$ cat src/verilog/aaf_pkg.sv
//------------------------------------------------------------------------------
// Functional notes
// RULE_01: Mode 000: no accumulation, test, done flag.
// RULE_02: Mode 001: add term, count, done flag.
// RULE_03: Accumulate: load shifted output, test every sample.
// RULE_04: Mode 010: accumulate; test when count reaches target.
// RULE_05: Average: clear at trigger once target reached.
// RULE_06: Burst: clear on trigger, retrigger until target.
// RULE_07: Filter: term plus acc minus shifted acc.
// RULE_08: Counter increments per cycle, saturates at FF.
// RULE_09: Double sampling: term is current minus previous.
// RULE_10: 16-bit accumulator, overflow flag above 65535.
// RULE_11: Clear bit clears acc, overflow, counter, itself.
// RULE_12: Clearing takes five oscillator cycles.
// RULE_13: Filter output is accumulator shifted right.
// RULE_14: Accumulator stays right-justified always.
// RULE_15: Every trigger, go or external, starts conversion; the code ignores triggers unless idle with the clear bit low.
// RULE_16: Software clears accumulator after target reached.
// RULE_17: Threshold condition met sets threshold hit flag.
// RULE_18: Basic mode leaves accumulator and counter unchanged.
//------------------------------------------------------------------------------
package aaf_pkg;
    // Widths
    localparam int RES_W = 10;
    localparam int ACC_W = 16;
    localparam int CNT_W = 8;
    localparam logic [CNT_W-1:0] CNT_MAX = 8'hFF;

    // Register byte offsets
    localparam logic [7:0] OFS_CTRL = 8'h00;
    localparam logic [7:0] OFS_REPEAT = 8'h04;
    localparam logic [7:0] OFS_STATUS = 8'h08;
    localparam logic [7:0] OFS_ACC = 8'h0C;
    localparam logic [7:0] OFS_FILTER = 8'h10;
    localparam logic [7:0] OFS_PREV = 8'h14;

    // Control field positions
    localparam int CTRL_MODE_LSB = 0;
    localparam int CTRL_DSE_BIT = 3;
    localparam int CTRL_SHIFT_LSB = 4;
    localparam int CTRL_CLR_BIT = 7;
    localparam int CTRL_GO_BIT = 8;

    // Status field positions
    localparam int STAT_DONE_BIT = 0;
    localparam int STAT_HIT_BIT = 1;
    localparam int STAT_OVF_BIT = 2;
    localparam int STAT_CNT_LSB = 8;

    // Reset values
    localparam logic [2:0] MODE_RST = 3'h0;
    localparam logic [2:0] SHIFT_RST = 3'h0;
    localparam logic [CNT_W-1:0] REPEAT_RST = 8'h00;

    // Clearing time in oscillator cycles
    localparam int CLEAR_CYCLES = 5;
    localparam logic [2:0] CLEAR_LAST = 3'(CLEAR_CYCLES - 1);

    // Compute modes
    typedef enum logic [2:0] {
        MD_BASIC = 3'h0,
        MD_ACCUM = 3'h1,
        MD_AVG = 3'h2,
        MD_BURST = 3'h3,
        MD_LPF = 3'h4
    } aaf_mode_t;

    // Sequencer states, two-bit codes with code 2 unused
    typedef enum logic [1:0] {
        ST_IDLE = 2'h0,
        ST_CONV = 2'h1,
        ST_CLEAR = 2'h3
    } aaf_state_t;
endpackage

$ cat src/verilog/aaf_sat_cnt.sv
`timescale 1ns/10ps
module aaf_sat_cnt (
    // Clock and reset
    input wire logic clk,
    input wire logic rst_n,
    // Control
    input wire logic clr,
    input wire logic inc,
    // Count
    output logic [aaf_pkg::CNT_W-1:0] cnt,
    output logic [aaf_pkg::CNT_W-1:0] cnt_plus
);
    import aaf_pkg::*;

    // Saturating successor
    assign cnt_plus = (cnt == CNT_MAX) ? cnt : cnt + 8'h01; // RULE_08

    // Count register, clear wins
    always_ff @(posedge clk) begin
        if (!rst_n) begin
            cnt <= 8'h00;
        end else if (clr) begin
            cnt <= 8'h00;
        end else if (inc) begin
            cnt <= cnt_plus; // RULE_08
        end
    end
endmodule

$ cat src/verilog/aaf_top.sv
`timescale 1ns/10ps
module aaf_top (
    // Clock and reset
    input wire logic REF_CLK,
    input wire logic RSTN,
    // Wishbone slave
    input wire logic WB_CYC_I,
    input wire logic WB_STB_I,
    input wire logic WB_WE_I,
    input wire logic [7:0] WB_ADR_I,
    input wire logic [3:0] WB_SEL_I,
    input wire logic [31:0] WB_DAT_I,
    output logic [31:0] WB_DAT_O,
    output logic WB_ACK_O,
    // Converter core
    input wire logic EXT_TRIG,
    output logic CONV_START_O,
    input wire logic RESULT_VALID_I,
    input wire logic [aaf_pkg::RES_W-1:0] RESULT_I,
    // Threshold logic
    output logic THRESH_TEST_O,
    input wire logic THRESH_MET_I,
    output logic [aaf_pkg::ACC_W-1:0] FILTER_OUT_O
);
    import aaf_pkg::*;

    //--------------------------------------------------------------------------
    // Declarations
    //--------------------------------------------------------------------------
    aaf_state_t state_reg;
    logic [2:0] mode_reg;
    logic dse_reg;
    logic [2:0] shift_reg;
    logic clr_bit_reg;
    logic [CNT_W-1:0] repeat_reg;
    logic done_flag_reg;
    logic hit_flag_reg;
    logic ovf_reg;
    logic [ACC_W-1:0] acc_reg;
    logic [ACC_W-1:0] filt_reg;
    logic [RES_W-1:0] prev_reg;
    logic phase_reg;
    logic retrig_reg;
    logic test_reg;
    logic start_reg;
    logic [2:0] clr_cnt_reg;
    logic ext_meta_reg;
    logic ext_sync_reg;
    logic ext_prev_reg;
    logic ack_reg;
    logic [31:0] dat_reg;
    logic [CNT_W-1:0] cnt;
    logic [CNT_W-1:0] cnt_plus;
    logic wr_en;
    logic go_pulse;
    logic ext_rise;
    logic start;
    logic trig_clear;
    logic conv_ev;
    logic ds_first;
    logic cycle_done;
    logic accum_mode;
    logic acc_upd;
    logic clr_fin;
    logic signed [RES_W:0] term;
    logic [ACC_W-1:0] acc_shift;
    logic [ACC_W+1:0] sum;
    logic sum_ovf;
    logic [ACC_W-1:0] acc_next;
    logic reached_next;
    logic [31:0] rd_data;

    //--------------------------------------------------------------------------
    // Wishbone slave
    //--------------------------------------------------------------------------
    // One wait state, write commits on the ack edge
    always_ff @(posedge REF_CLK) begin
        if (!RSTN) begin
            ack_reg <= 1'b0;
        end else begin
            ack_reg <= WB_CYC_I & WB_STB_I & ~ack_reg;
        end
    end

    assign wr_en = WB_CYC_I & WB_STB_I & WB_WE_I & ack_reg;
    assign WB_ACK_O = ack_reg;
    assign WB_DAT_O = dat_reg;

    // Read mux, unmapped reads as zero
    always_comb begin
        rd_data = 32'h0000_0000;
        unique case (WB_ADR_I)
            OFS_CTRL: begin
                rd_data[CTRL_MODE_LSB +: 3] = mode_reg;
                rd_data[CTRL_DSE_BIT] = dse_reg;
                rd_data[CTRL_SHIFT_LSB +: 3] = shift_reg;
                rd_data[CTRL_CLR_BIT] = clr_bit_reg;
                rd_data[CTRL_GO_BIT] = (state_reg == ST_CONV);
            end
            OFS_REPEAT: rd_data[CNT_W-1:0] = repeat_reg;
            OFS_STATUS: begin
                rd_data[STAT_DONE_BIT] = done_flag_reg;
                rd_data[STAT_HIT_BIT] = hit_flag_reg;
                rd_data[STAT_OVF_BIT] = ovf_reg;
                rd_data[STAT_CNT_LSB +: CNT_W] = cnt;
            end
            OFS_ACC: rd_data[ACC_W-1:0] = acc_reg;
            OFS_FILTER: rd_data[ACC_W-1:0] = filt_reg;
            OFS_PREV: rd_data[RES_W-1:0] = prev_reg;
            default: rd_data = 32'h0000_0000;
        endcase
    end

    // Read data captured ahead of the ack
    always_ff @(posedge REF_CLK) begin
        if (!RSTN) begin
            dat_reg <= 32'h0000_0000;
        end else if (WB_CYC_I & WB_STB_I & ~ack_reg) begin
            dat_reg <= rd_data;
        end
    end

    // Control fields
    always_ff @(posedge REF_CLK) begin
        if (!RSTN) begin
            mode_reg <= MODE_RST;
            dse_reg <= 1'b0;
            shift_reg <= SHIFT_RST;
            repeat_reg <= REPEAT_RST;
        end else if (wr_en & WB_SEL_I[0]) begin
            if (WB_ADR_I == OFS_CTRL) begin
                mode_reg <= WB_DAT_I[CTRL_MODE_LSB +: 3];
                dse_reg <= WB_DAT_I[CTRL_DSE_BIT];
                shift_reg <= WB_DAT_I[CTRL_SHIFT_LSB +: 3];
            end
            if (WB_ADR_I == OFS_REPEAT) begin
                repeat_reg <= WB_DAT_I[CNT_W-1:0];
            end
        end
    end

    assign go_pulse = wr_en & WB_SEL_I[1] & (WB_ADR_I == OFS_CTRL) & WB_DAT_I[CTRL_GO_BIT];

    // Clear bit, software set wins over hardware clear
    always_ff @(posedge REF_CLK) begin
        if (!RSTN) begin
            clr_bit_reg <= 1'b0;
        end else if (wr_en & WB_SEL_I[0] & (WB_ADR_I == OFS_CTRL) & WB_DAT_I[CTRL_CLR_BIT]) begin
            clr_bit_reg <= 1'b1;
        end else if (clr_fin) begin
            clr_bit_reg <= 1'b0; // RULE_11
        end
    end

    //--------------------------------------------------------------------------
    // Trigger sources
    //--------------------------------------------------------------------------
    // External trigger synchroniser and edge detect
    always_ff @(posedge REF_CLK) begin
        if (!RSTN) begin
            ext_meta_reg <= 1'b0;
            ext_sync_reg <= 1'b0;
            ext_prev_reg <= 1'b0;
        end else begin
            ext_meta_reg <= EXT_TRIG;
            ext_sync_reg <= ext_meta_reg;
            ext_prev_reg <= ext_sync_reg;
        end
    end

    assign ext_rise = ext_sync_reg & ~ext_prev_reg;
    assign start = (state_reg == ST_IDLE) & ~clr_bit_reg
                   & (go_pulse | ext_rise | retrig_reg); // RULE_15
    // Burst clears on a fresh trigger only, never on its own retrigger
    assign trig_clear = start & (((mode_reg == MD_AVG) & (cnt >= repeat_reg)) // RULE_05
                                 | ((mode_reg == MD_BURST) & ~retrig_reg)); // RULE_06

    //--------------------------------------------------------------------------
    // Sequencer
    //--------------------------------------------------------------------------
    // Idle, converting, clearing
    always_ff @(posedge REF_CLK) begin
        if (!RSTN) begin
            state_reg <= ST_IDLE;
            clr_cnt_reg <= 3'h0;
        end else begin
            unique case (state_reg)
                ST_IDLE: begin
                    clr_cnt_reg <= 3'h0;
                    if (start) begin
                        state_reg <= ST_CONV;
                    end else if (clr_bit_reg) begin
                        state_reg <= ST_CLEAR;
                    end
                end
                ST_CONV: begin
                    if (RESULT_VALID_I) begin
                        state_reg <= ST_IDLE;
                    end
                end
                ST_CLEAR: begin
                    clr_cnt_reg <= clr_cnt_reg + 3'h1;
                    if (clr_fin) begin
                        state_reg <= ST_IDLE;
                    end
                end
                default: state_reg <= ST_IDLE;
            endcase
        end
    end

    assign clr_fin = (state_reg == ST_CLEAR) & (clr_cnt_reg == CLEAR_LAST); // RULE_12

    // Conversion start strobe
    always_ff @(posedge REF_CLK) begin
        if (!RSTN) begin
            start_reg <= 1'b0;
        end else begin
            start_reg <= start; // RULE_15
        end
    end

    assign CONV_START_O = start_reg;

    //--------------------------------------------------------------------------
    // Sample term and accumulator math
    //--------------------------------------------------------------------------
    assign conv_ev = (state_reg == ST_CONV) & RESULT_VALID_I;
    assign ds_first = dse_reg & ~phase_reg;
    assign cycle_done = conv_ev & ~ds_first; // RULE_09
    assign accum_mode = (mode_reg >= MD_ACCUM) & (mode_reg <= MD_LPF);
    assign acc_upd = cycle_done & accum_mode; // RULE_18

    // Right-justified raw result, difference when double sampling
    assign term = dse_reg ? $signed({1'b0, RESULT_I}) - $signed({1'b0, prev_reg})
                          : $signed({1'b0, RESULT_I}); // RULE_09 RULE_14

    assign acc_shift = acc_reg >> shift_reg; // RULE_13
    assign sum = {2'b00, acc_reg} + {{(ACC_W+1-RES_W){term[RES_W]}}, term}
                 - ((mode_reg == MD_LPF) ? {2'b00, acc_shift} : 18'h00000); // RULE_07
    assign sum_ovf = ~sum[ACC_W+1] & sum[ACC_W]; // RULE_10
    assign acc_next = sum[ACC_W-1:0];
    assign reached_next = cnt_plus >= repeat_reg;

    // Double-sample phase and previous result
    always_ff @(posedge REF_CLK) begin
        if (!RSTN) begin
            phase_reg <= 1'b0;
            prev_reg <= 10'h000;
        end else if (conv_ev) begin
            phase_reg <= dse_reg & ~phase_reg;
            prev_reg <= RESULT_I;
        end else if (~dse_reg) begin
            phase_reg <= 1'b0;
        end
    end

    // Accumulator
    always_ff @(posedge REF_CLK) begin
        if (!RSTN) begin
            acc_reg <= 16'h0000;
        end else if (clr_fin | trig_clear) begin
            acc_reg <= 16'h0000; // RULE_11
        end else if (acc_upd) begin
            acc_reg <= acc_next; // RULE_02
        end
    end

    // Overflow flag, set wins over clear
    always_ff @(posedge REF_CLK) begin
        if (!RSTN) begin
            ovf_reg <= 1'b0;
        end else if (acc_upd & sum_ovf) begin
            ovf_reg <= 1'b1; // RULE_10
        end else if (clr_fin) begin
            ovf_reg <= 1'b0; // RULE_11
        end
    end

    // Filter output from the new accumulator
    always_ff @(posedge REF_CLK) begin
        if (!RSTN) begin
            filt_reg <= 16'h0000;
        end else if (acc_upd) begin
            filt_reg <= acc_next >> shift_reg; // RULE_03 RULE_13
        end
    end

    assign FILTER_OUT_O = filt_reg;

    // Sample counter
    aaf_sat_cnt u_cnt (
        .clk(REF_CLK),
        .rst_n(RSTN),
        .clr(clr_fin | trig_clear),
        .inc(acc_upd),
        .cnt(cnt),
        .cnt_plus(cnt_plus)
    );

    //--------------------------------------------------------------------------
    // Threshold test, retrigger and flags
    //--------------------------------------------------------------------------
    // Test strobe per mode
    always_ff @(posedge REF_CLK) begin
        if (!RSTN) begin
            test_reg <= 1'b0;
        end else begin
            test_reg <= cycle_done & (~accum_mode | (mode_reg == MD_ACCUM) // RULE_01 RULE_03
                                      | reached_next); // RULE_04 RULE_07
        end
    end

    assign THRESH_TEST_O = test_reg;

    // Burst retrigger until the target count
    always_ff @(posedge REF_CLK) begin
        if (!RSTN) begin
            retrig_reg <= 1'b0;
        end else begin
            retrig_reg <= conv_ev & (mode_reg == MD_BURST) & (ds_first | ~reached_next); // RULE_06
        end
    end

    // Sticky flags, write one to clear, set wins
    always_ff @(posedge REF_CLK) begin
        if (!RSTN) begin
            done_flag_reg <= 1'b0;
            hit_flag_reg <= 1'b0;
        end else begin
            if (conv_ev) begin
                done_flag_reg <= 1'b1; // RULE_01 RULE_02
            end else if (wr_en & WB_SEL_I[0] & (WB_ADR_I == OFS_STATUS)
                         & WB_DAT_I[STAT_DONE_BIT]) begin
                done_flag_reg <= 1'b0;
            end
            if (test_reg & (THRESH_MET_I | ovf_reg)) begin
                hit_flag_reg <= 1'b1; // RULE_17
            end else if (wr_en & WB_SEL_I[0] & (WB_ADR_I == OFS_STATUS)
                         & WB_DAT_I[STAT_HIT_BIT]) begin
                hit_flag_reg <= 1'b0;
            end
        end
    end

    //--------------------------------------------------------------------------
    // Assertions
    //--------------------------------------------------------------------------
    property p_done_flag;
        @(posedge REF_CLK) disable iff (!RSTN) conv_ev |=> done_flag_reg;
    endproperty
    a_done_flag: assert property (p_done_flag) else $error("done flag not set"); // RULE_01

    property p_basic_hold;
        @(posedge REF_CLK) disable iff (!RSTN)
            (cycle_done && mode_reg == MD_BASIC) |=> $stable(acc_reg) && $stable(cnt);
    endproperty
    a_basic_hold: assert property (p_basic_hold) else $error("basic mode changed acc"); // RULE_18

    property p_cnt_inc;
        @(posedge REF_CLK) disable iff (!RSTN)
            (acc_upd && !clr_fin && cnt != CNT_MAX) |=> cnt == $past(cnt) + 8'h01;
    endproperty
    a_cnt_inc: assert property (p_cnt_inc) else $error("counter did not increment"); // RULE_02

    property p_cnt_sat;
        @(posedge REF_CLK) disable iff (!RSTN)
            (acc_upd && !clr_fin && cnt == CNT_MAX) |=> cnt == CNT_MAX;
    endproperty
    a_cnt_sat: assert property (p_cnt_sat) else $error("counter wrapped"); // RULE_08

    property p_filter;
        @(posedge REF_CLK) disable iff (!RSTN)
            (acc_upd && !clr_fin) |=> filt_reg == (acc_reg >> $past(shift_reg));
    endproperty
    a_filter: assert property (p_filter) else $error("filter output mismatch"); // RULE_13

    property p_clear_len;
        @(posedge REF_CLK) disable iff (!RSTN)
            $rose(state_reg == ST_CLEAR) |-> !clr_fin [*4] ##1 clr_fin;
    endproperty
    a_clear_len: assert property (p_clear_len) else $error("clear length wrong"); // RULE_12

    property p_clear_res;
        @(posedge REF_CLK) disable iff (!RSTN)
            (clr_fin && !wr_en) |=> acc_reg == 16'h0000 && cnt == 8'h00
                                    && !ovf_reg && !clr_bit_reg;
    endproperty
    a_clear_res: assert property (p_clear_res) else $error("clear incomplete"); // RULE_11

    property p_burst_clr;
        @(posedge REF_CLK) disable iff (!RSTN)
            (start && !retrig_reg && mode_reg == MD_BURST) |=> acc_reg == 16'h0000 && cnt == 8'h00;
    endproperty
    a_burst_clr: assert property (p_burst_clr) else $error("burst did not clear"); // RULE_06

    property p_avg_test;
        @(posedge REF_CLK) disable iff (!RSTN)
            (cycle_done && mode_reg == MD_AVG) |=> THRESH_TEST_O == $past(reached_next);
    endproperty
    a_avg_test: assert property (p_avg_test) else $error("average test timing wrong"); // RULE_04

    property p_ovf;
        @(posedge REF_CLK) disable iff (!RSTN) (acc_upd && sum_ovf) |=> ovf_reg;
    endproperty
    a_ovf: assert property (p_ovf) else $error("overflow not flagged"); // RULE_10

    property p_start;
        @(posedge REF_CLK) disable iff (!RSTN) go_pulse && state_reg == ST_IDLE && !clr_bit_reg
            |=> CONV_START_O ##1 !CONV_START_O;
    endproperty
    a_start: assert property (p_start) else $error("go did not start conversion"); // RULE_15

    c_burst_end: cover property (@(posedge REF_CLK) disable iff (!RSTN)
        THRESH_TEST_O && mode_reg == MD_BURST);
    c_lpf_test: cover property (@(posedge REF_CLK) disable iff (!RSTN)
        THRESH_TEST_O && mode_reg == MD_LPF);
    c_clear: cover property (@(posedge REF_CLK) disable iff (!RSTN) clr_fin);
    c_hit: cover property (@(posedge REF_CLK) disable iff (!RSTN) $rose(hit_flag_reg));
endmodule

$ cat config.mk
export PLATFORM = sky130hd
export DESIGN_NAME = aaf_top
export DESIGN_NICKNAME = d
export VERILOG_FILES = /design/src/verilog/aaf_pkg.sv /design/src/verilog/aaf_sat_cnt.sv /design/src/verilog/aaf_top.sv
export SDC_FILE = /design/constraint.sdc
export NUM_CORES = 1
export LEC_CHECK = 0
export BUFFER_PORTS_ARGS = -buffer_cell sky130_fd_sc_hd__buf_2
export CELL_PAD_IN_SITES_DETAIL_PLACEMENT = 1
export CELL_PAD_IN_SITES_GLOBAL_PLACEMENT = 1
export CORE_ASPECT_RATIO = 0.5
export CORE_MARGIN = 2
export CORE_UTILIZATION = 43
export CTS_CLUSTER_DIAMETER = 150
export DETAILED_ROUTE_END_ITERATION = 12
export GPL_TIMING_DRIVEN = 1
export PLACE_DENSITY_LB_ADDON = 0.1
export REMOVE_ABC_BUFFERS = 1
export SLEW_MARGIN = 30
export SYNTH_ARGS = -nofsm -noshare
export SYNTH_HDL_FRONTEND = slang
export SYNTH_SLANG_ARGS = --single-unit
$ cat constraint.sdc
create_clock -name REF_CLK -period 5.7 [get_ports REF_CLK]
set_input_delay 0.855 -clock REF_CLK [delete_from_list [all_inputs] [get_ports REF_CLK]]
set_output_delay 0.855 -clock REF_CLK [all_outputs]
set_load 0.03 [all_outputs]
Yosys cells after proc, flatten, opt, wreduce, memory -nomap -nowiden
Index checks and enable logic that the tools add are counted.
{"block": "totals", "regBits": 98, "input_bits": 62, "output_inout_bits": 51, "wordCells": 134}
{"block": "op_classes", "addsub": 5, "magnitude_cmp": 4, "n_eq_ne": 17, "shift": 2, "mux": 23, "bitwise": 49, "reduce_logical": 11}
{"op": "$shr 16x3->16", "count": 2}
{"op": "$and 1x1->1", "count": 31}
{"op": "$pmux 5 s5", "count": 1}
{"op": "$add 17x11->18", "count": 1}
{"op": "$pmux 3 s6", "count": 1}
{"op": "$pmux 6 s3", "count": 1}
{"op": "$sub 18x16->18", "count": 1}
{"op": "$eq 8x4->1 const B", "count": 2}
{"op": "$eq 8x5->1 const B", "count": 2}
{"op": "$ge 8x8->1", "count": 2}
{"op": "$mux 16", "count": 1}
{"op": "$mux 11", "count": 1}
{"op": "$sub 10x10->11", "count": 1}
{"op": "$not 1->1", "count": 10}
{"op": "$reduce_bool 2->1", "count": 5}
{"op": "$mux 1", "count": 9}
{"op": "$add 8x1->8 const B", "count": 1}
{"op": "$eq 8x3->1 const B", "count": 1}
{"op": "$eq 8x8->1 const B", "count": 1}
{"op": "$logic_not 8->1", "count": 1}
{"op": "$mux 2", "count": 4}
{"op": "$mux 8", "count": 1}
{"op": "$or 1x1->1", "count": 8}
{"op": "$eq 3x2->1 const B", "count": 2}
{"op": "18 further kinds", "count": 21}

Longest topological paths before layout
{"block": "depth", "ltp_word": 12, "ltp_mapped": 22, "depth_no_buf": 22}

By module
A second synthesis with hierarchy kept.
{"block": "unflattened", "cells_unflattened": 992, "area_unflattened_um2": 8116.5}
{"mod": "aaf_top", "instances": 1, "cells_each": 920, "area_each_um2": 7508.5, "seq_area_each_um2": 1801.7}
{"mod": "aaf_sat_cnt", "instances": 1, "cells_each": 72, "area_each_um2": 608.1, "seq_area_each_um2": 160.2}

Worst setup path after synthesis
No wires, ideal clock.
{"block": "synth_path", "kind": "in2reg", "startpoint": "in RESULT_I[0] (netlist name)", "endpoint": "reg filt_reg[8] (netlist: FILTER_OUT_O[8])", "setup_time_ns": 0.119, "arrival_ns": 5.127, "required_ns": 5.581, "setup_slack_ns": 0.455, "path_stages": 21, "n_path_buf": 0, "path_cell_list": "inv_1 ha_1 fa_1 nor2b_1 o21ai_0 a21boi_0 o21ai_0 a21oi_1 o21a_1 nor3_1 o31ai_1 fa_1 ha_1 a21oi_1 nand2_1 o311ai_4 xnor2_1 mux2i_1 inv_1 mux4_2 o221a_1"}
{"block": "synth_via", "elab_chain_cells": 5}
{"element": "from (decl)", "line": "aaf_top.sv:19", "source": "input wire logic [aaf_pkg::RES_W-1:0] RESULT_I,"}
{"element": "$sub 10x10->11", "line": "aaf_top.sv:235", "source": "assign term = dse_reg ? $signed({1'b0, RESULT_I}) - $signed({1'b0, prev_reg})"}
{"element": "$mux 11 *", "line": "aaf_top.sv:235"}
{"element": "$add 17x11->18 *", "line": "aaf_top.sv:239", "source": "assign sum = {2'b00, acc_reg} + {{(ACC_W+1-RES_W){term[RES_W]}}, term}"}
{"element": "$sub 18x16->18 *", "line": "aaf_top.sv:240", "source": "- ((mode_reg == MD_LPF) ? {2'b00, acc_shift} : 18'h00000);"}
{"element": "$shr 16x3->16 *", "line": "aaf_top.sv:285", "source": "filt_reg <= acc_next >> shift_reg;"}
{"element": "to (signal assigned)", "line": "aaf_top.sv:285"}
{"element": "to (decl)", "line": "aaf_top.sv:40", "source": "logic [ACC_W-1:0] filt_reg;"}
Mark *: on every way between the ends. The rest lies on a longest branch, timed or not.
A chain may end at the register's enable or synchronous reset.

Worst setup path in the final report
Ends and elaborated chain as after synthesis.

==> impl_results.rst <==
.. list-table::
   :header-rows: 1

   * - Metric
     - Value
   * - Endpoint of the worst hold path
     - ext_sync_reg
   * - Capture point of the worst reg-to-reg path
     - FILTER_OUT_O[8]
   * - CP cell instances
     - buf_2 > inv_1 > ha_1 > fa_2 > nor2b_1 > o21ai_1 > a21boi_1 > o21ai_1 > a21oi_2 > o21a_1 > nor3_1 > o31ai_1 > buf_4 > fa_1 > ha_4 > inv_1 > o21bai_1 > a21oi_1 > a211o_1 > o211ai_1 > mux2i_1 > mux4_2 > o221a_1
   * - Period Utilization, post-route
     - 0.935
   * - CP delay by family, top
     - compound AO/OA/AOI/OAI gates
   * - Result of the run
     - finished clean
   * - Root cell of the clock tree
     - sky130_fd_sc_hd__clkbuf_16
   * - DR vias
     - ~7500
   * - Port bufs
     - roughly 70
   * - Hpwl dp
     - about 20000 um
   * - CP max stage delay
     - 470 ps
   * - Worst setup slack for register-to-register paths
     - roughly 490 ps
   * - GR Overflow Total
     - 0
   * - Transition at the pin with the smallest max-transition slack
     - ~770 ps
   * - Cell depth of the worst hold path
     - 1
   * - Overall die area
     - roughly 0.019 mm^2
   * - Data arrival at the endpoint of the critical path
     - approximately 5600 ps
   * - Netlist cell types
     - between 80 and 90
   * - Most common cell after layout, fill and taps aside
     - sky130_fd_sc_hd__nor2_1
   * - Number of buffers on the longest clock path
     - 2
   * - Worst setup path category
     - input pin to flip-flop
   * - Io pins
     - around 110
   * - Num rows
     - 34
   * - DR pass1 iterations
     - 5
   * - Number of flip-flops and latches in the synthesized netlist
     - 98
   * - Clock Skews
     - 8.83 ps
   * - First-pass GRT wire length
     - about 42000 um
   * - Mapped Area
     - 0.00768 mm^2
   * - Slowest cell on the critical path
     - sky130_fd_sc_hd__mux4_2
   * - Final wirelength
     - about 26000 um
   * - Total design power
     - 1.72 mW
   * - All-Layer GR Usage
     - 0.283
   * - Power per unit of standard cell area
     - around 200 mW/mm^2
   * - Endpoint type of the worst setup path
     - flip-flop
   * - Setup repair after global routing missed its margin
     - no
   * - Final Critical Period
     - 5330 ps
   * - Main flop type after synthesis
     - sky130_fd_sc_hd__dfxtp_1
   * - Ys Warns
     - 0
   * - TritonCTS clock tree
     - done
   * - Number of design rule violations left after detail routing
     - 0
   * - Antenna violations before repair
     - 0
   * - Antenna Violating Nets Remaining
     - 0
   * - Maximum frequency from static timing analysis
     - around 190 MHz
   * - Count of maximum capacitance violations
     - 0
   * - Total number of nets in the final design
     - approximately 1200
   * - CTS clk-pin slew, worst paths
     - roughly 70 ps
   * - Data required time of the worst path
     - a little under 6000 ps
   * - Highest net fanout along the worst path
     - 4
   * - Mean cell area of the mapped netlist
     - around 7.9 um^2
   * - Die height
     - roughly 99 um
   * - Launch instance of the worst min-delay path
     - ext_meta_reg
   * - Overall die width
     - roughly 190 um
   * - Pin count of the biggest net entering global routing
     - 46
   * - FF-to-FF path depth
     - 21
   * - Starting Density
     - 0.441
   * - Clk_lat worst skew
     - 360 ps
   * - Iter 0 DRT Violations
     - approximately 530
   * - Number of endpoints failing setup at the final stage
     - 0
   * - Number of buffers and inverters on the critical path
     - 4
   * - Clock buffer count from CTS
     - 9
   * - Fraction of registers with async set/reset
     - 0
   * - Number of endpoints with negative hold slack in the final report
     - 0
   * - Slew HR
     - 0.490
   * - Wire length per cell after detailed routing
     - just over 20 um
   * - Critical Path Start
     - RESULT_I[0]
   * - Share of the core filled with cells in the final layout
     - 0.506
   * - Number of clock sinks seen by CTS
     - 98
   * - Floorplan Core Area
     - 0.0174 mm^2
   * - Vias in the first global route
     - around 7500
   * - Number of H-tree levels
     - 3
   * - Kind of start point of the critical path
     - input pin
   * - Seq/Total Area, Yosys
     - 0.255
   * - Reported leakage power
     - ~3.7 nW
   * - Antenna Cells
     - 0
   * - Peak supply drop
     - around 140 uV
   * - Startpoint of the most critical register-to-register path
     - prev_reg[1]
   * - Fraction of final layout cells sized beyond drive strength 1
     - 0.170
   * - Detailed-route vias per instance
     - about 5.8
   * - Placer Congestion
     - slightly below 0.9
   * - Number of enable flip-flop cells after synthesis
     - 0
   * - Hold/Removal Path Class
     - flip-flop to flip-flop
   * - Area added between synthesis and finish
     - 14.8%
   * - Most frequent cells in the layout
     - sky130_fd_sc_hd__nor2_1, sky130_fd_sc_hd__nand2_1, sky130_fd_sc_hd__dfxtp_1
   * - Cells after synthesis
     - just under 1000
   * - Count of pins over their slew limit
     - 0
==> how the worst max path moves through the flow <==
| stage | endpoint | slack, ps | cells past startpoint |
|---|---|---|---|
| 6_report | FILTER_OUT_O[8] | 370 | 23 |
| 5_1_grt | FILTER_OUT_O[8] | 30 | 24 |
| 4_1_cts | FILTER_OUT_O[8] | 70 | 24 |
| 3_5_place_dp | FILTER_OUT_O[8] | -280 | 24 |
| 3_3_place_gp | FILTER_OUT_O[8] | -130 | 23 |
| 2_1_floorplan | FILTER_OUT_O[8] | 450 | 21 |
==> power by group <==
part           internal [mW]  switching [mW]  leakage (nW)
Sequential             0.694         0.00765         0.793
Clock                  0.351           0.313         0.154
Combinational          0.138           0.212          2.76
==> area by class of cell <==
cell class | count | area (um^2)
fillers | 2188 | 8620
multi-input cells | 741 | 5210
flip-flops and latches | 98 | 1960
repair buffers | 123 | 746
inverters | 80 | 300
well taps | 234 | 293
clock buffers | 9 | 225
clock inverters | 7 | 83.8
==> stage by stage <==
step                instance area (um^2)  cells  setup WS (ps)  TNS (ps)  hold slack, ps
floorplan                           7410    919            449         0             412
global placement                    8440   1275           -128      -496             434
detailed placement                  8440   1275           -281     -2130             425
CTS                                 8750   1291           71.6         0             453
global route                        8820   1292           27.8         0             465
finish                              8820   1292            371         0             448
==> logic make-up (layout without fill, tap and decap cells) <==
kind of cell               Yosys count  in the layout  synth area share
AOI/OAI and AO/OA                  262            262             0.233
xor gates and xnor gates            20             20            0.0228
adders and majority gates           67             67             0.126
buffers and inverters              149            219            0.0819
DFF                                 98             98             0.255
muxes                               58             58            0.0918
other                                1             16          0.000488
and+or+nand+nor                    318            318             0.189
==> synthesized netlist by cell type, types with 4 or more instances <==
master | instances | area share
sky130_fd_sc_hd__a211o_1 | 5 | 0.0057
sky130_fd_sc_hd__a211oi_1 | 20 | 0.020
sky130_fd_sc_hd__a21boi_0 | 4 | 0.0039
sky130_fd_sc_hd__a21o_1 | 14 | 0.014
sky130_fd_sc_hd__a21oi_1 | 78 | 0.051
sky130_fd_sc_hd__a221oi_1 | 14 | 0.016
sky130_fd_sc_hd__a22oi_1 | 4 | 0.0039
sky130_fd_sc_hd__a31oi_1 | 12 | 0.0098
sky130_fd_sc_hd__and2_1 | 8 | 0.0065
sky130_fd_sc_hd__and3_1 | 4 | 0.0033
sky130_fd_sc_hd__buf_1 | 5 | 0.0024
sky130_fd_sc_hd__buf_4 | 16 | 0.016
sky130_fd_sc_hd__clkbuf_1 | 45 | 0.022
sky130_fd_sc_hd__dfxtp_1 | 98 | 0.26
sky130_fd_sc_hd__fa_1 | 17 | 0.044
sky130_fd_sc_hd__ha_1 | 50 | 0.081
sky130_fd_sc_hd__inv_1 | 76 | 0.037
sky130_fd_sc_hd__mux2_2 | 7 | 0.010
sky130_fd_sc_hd__mux2i_1 | 42 | 0.055
sky130_fd_sc_hd__mux4_2 | 8 | 0.023
sky130_fd_sc_hd__nand2_1 | 103 | 0.050
sky130_fd_sc_hd__nand2b_1 | 11 | 0.0090
sky130_fd_sc_hd__nand3_1 | 15 | 0.0098
sky130_fd_sc_hd__nand4_1 | 4 | 0.0033
sky130_fd_sc_hd__nor2_1 | 106 | 0.052
sky130_fd_sc_hd__nor2b_1 | 8 | 0.0065
sky130_fd_sc_hd__nor3_1 | 28 | 0.018
sky130_fd_sc_hd__nor4_1 | 6 | 0.0049
sky130_fd_sc_hd__o211a_1 | 5 | 0.0065
sky130_fd_sc_hd__o211ai_1 | 10 | 0.0098
sky130_fd_sc_hd__o21a_1 | 7 | 0.0068
sky130_fd_sc_hd__o21ai_0 | 44 | 0.029
sky130_fd_sc_hd__o31ai_1 | 4 | 0.0039
sky130_fd_sc_hd__or2_2 | 4 | 0.0033
sky130_fd_sc_hd__or3_1 | 5 | 0.0041
sky130_fd_sc_hd__xnor2_1 | 13 | 0.015
sky130_fd_sc_hd__xor2_1 | 7 | 0.0080
==> layer usage <==
metal	wire, um	vias up	global-route usage	share of wire
met5	0	-	0	0
met2	11600	167	0.443	0.44
met3	1290	17	0.0474	0.049
met1	13100	3728	0.415	0.50
met4	228	0	0.0437	0.0087
li1	-	3573	-	-
==> timing repair <==
item / in CTS / in global routing
setup endpoints to repair: 0 / 15
hold buffers: 0 / 0
buffers inserted: 0 / 1
gates resized for setup: 0 / 16
Power figures use the tool's default switching activity.
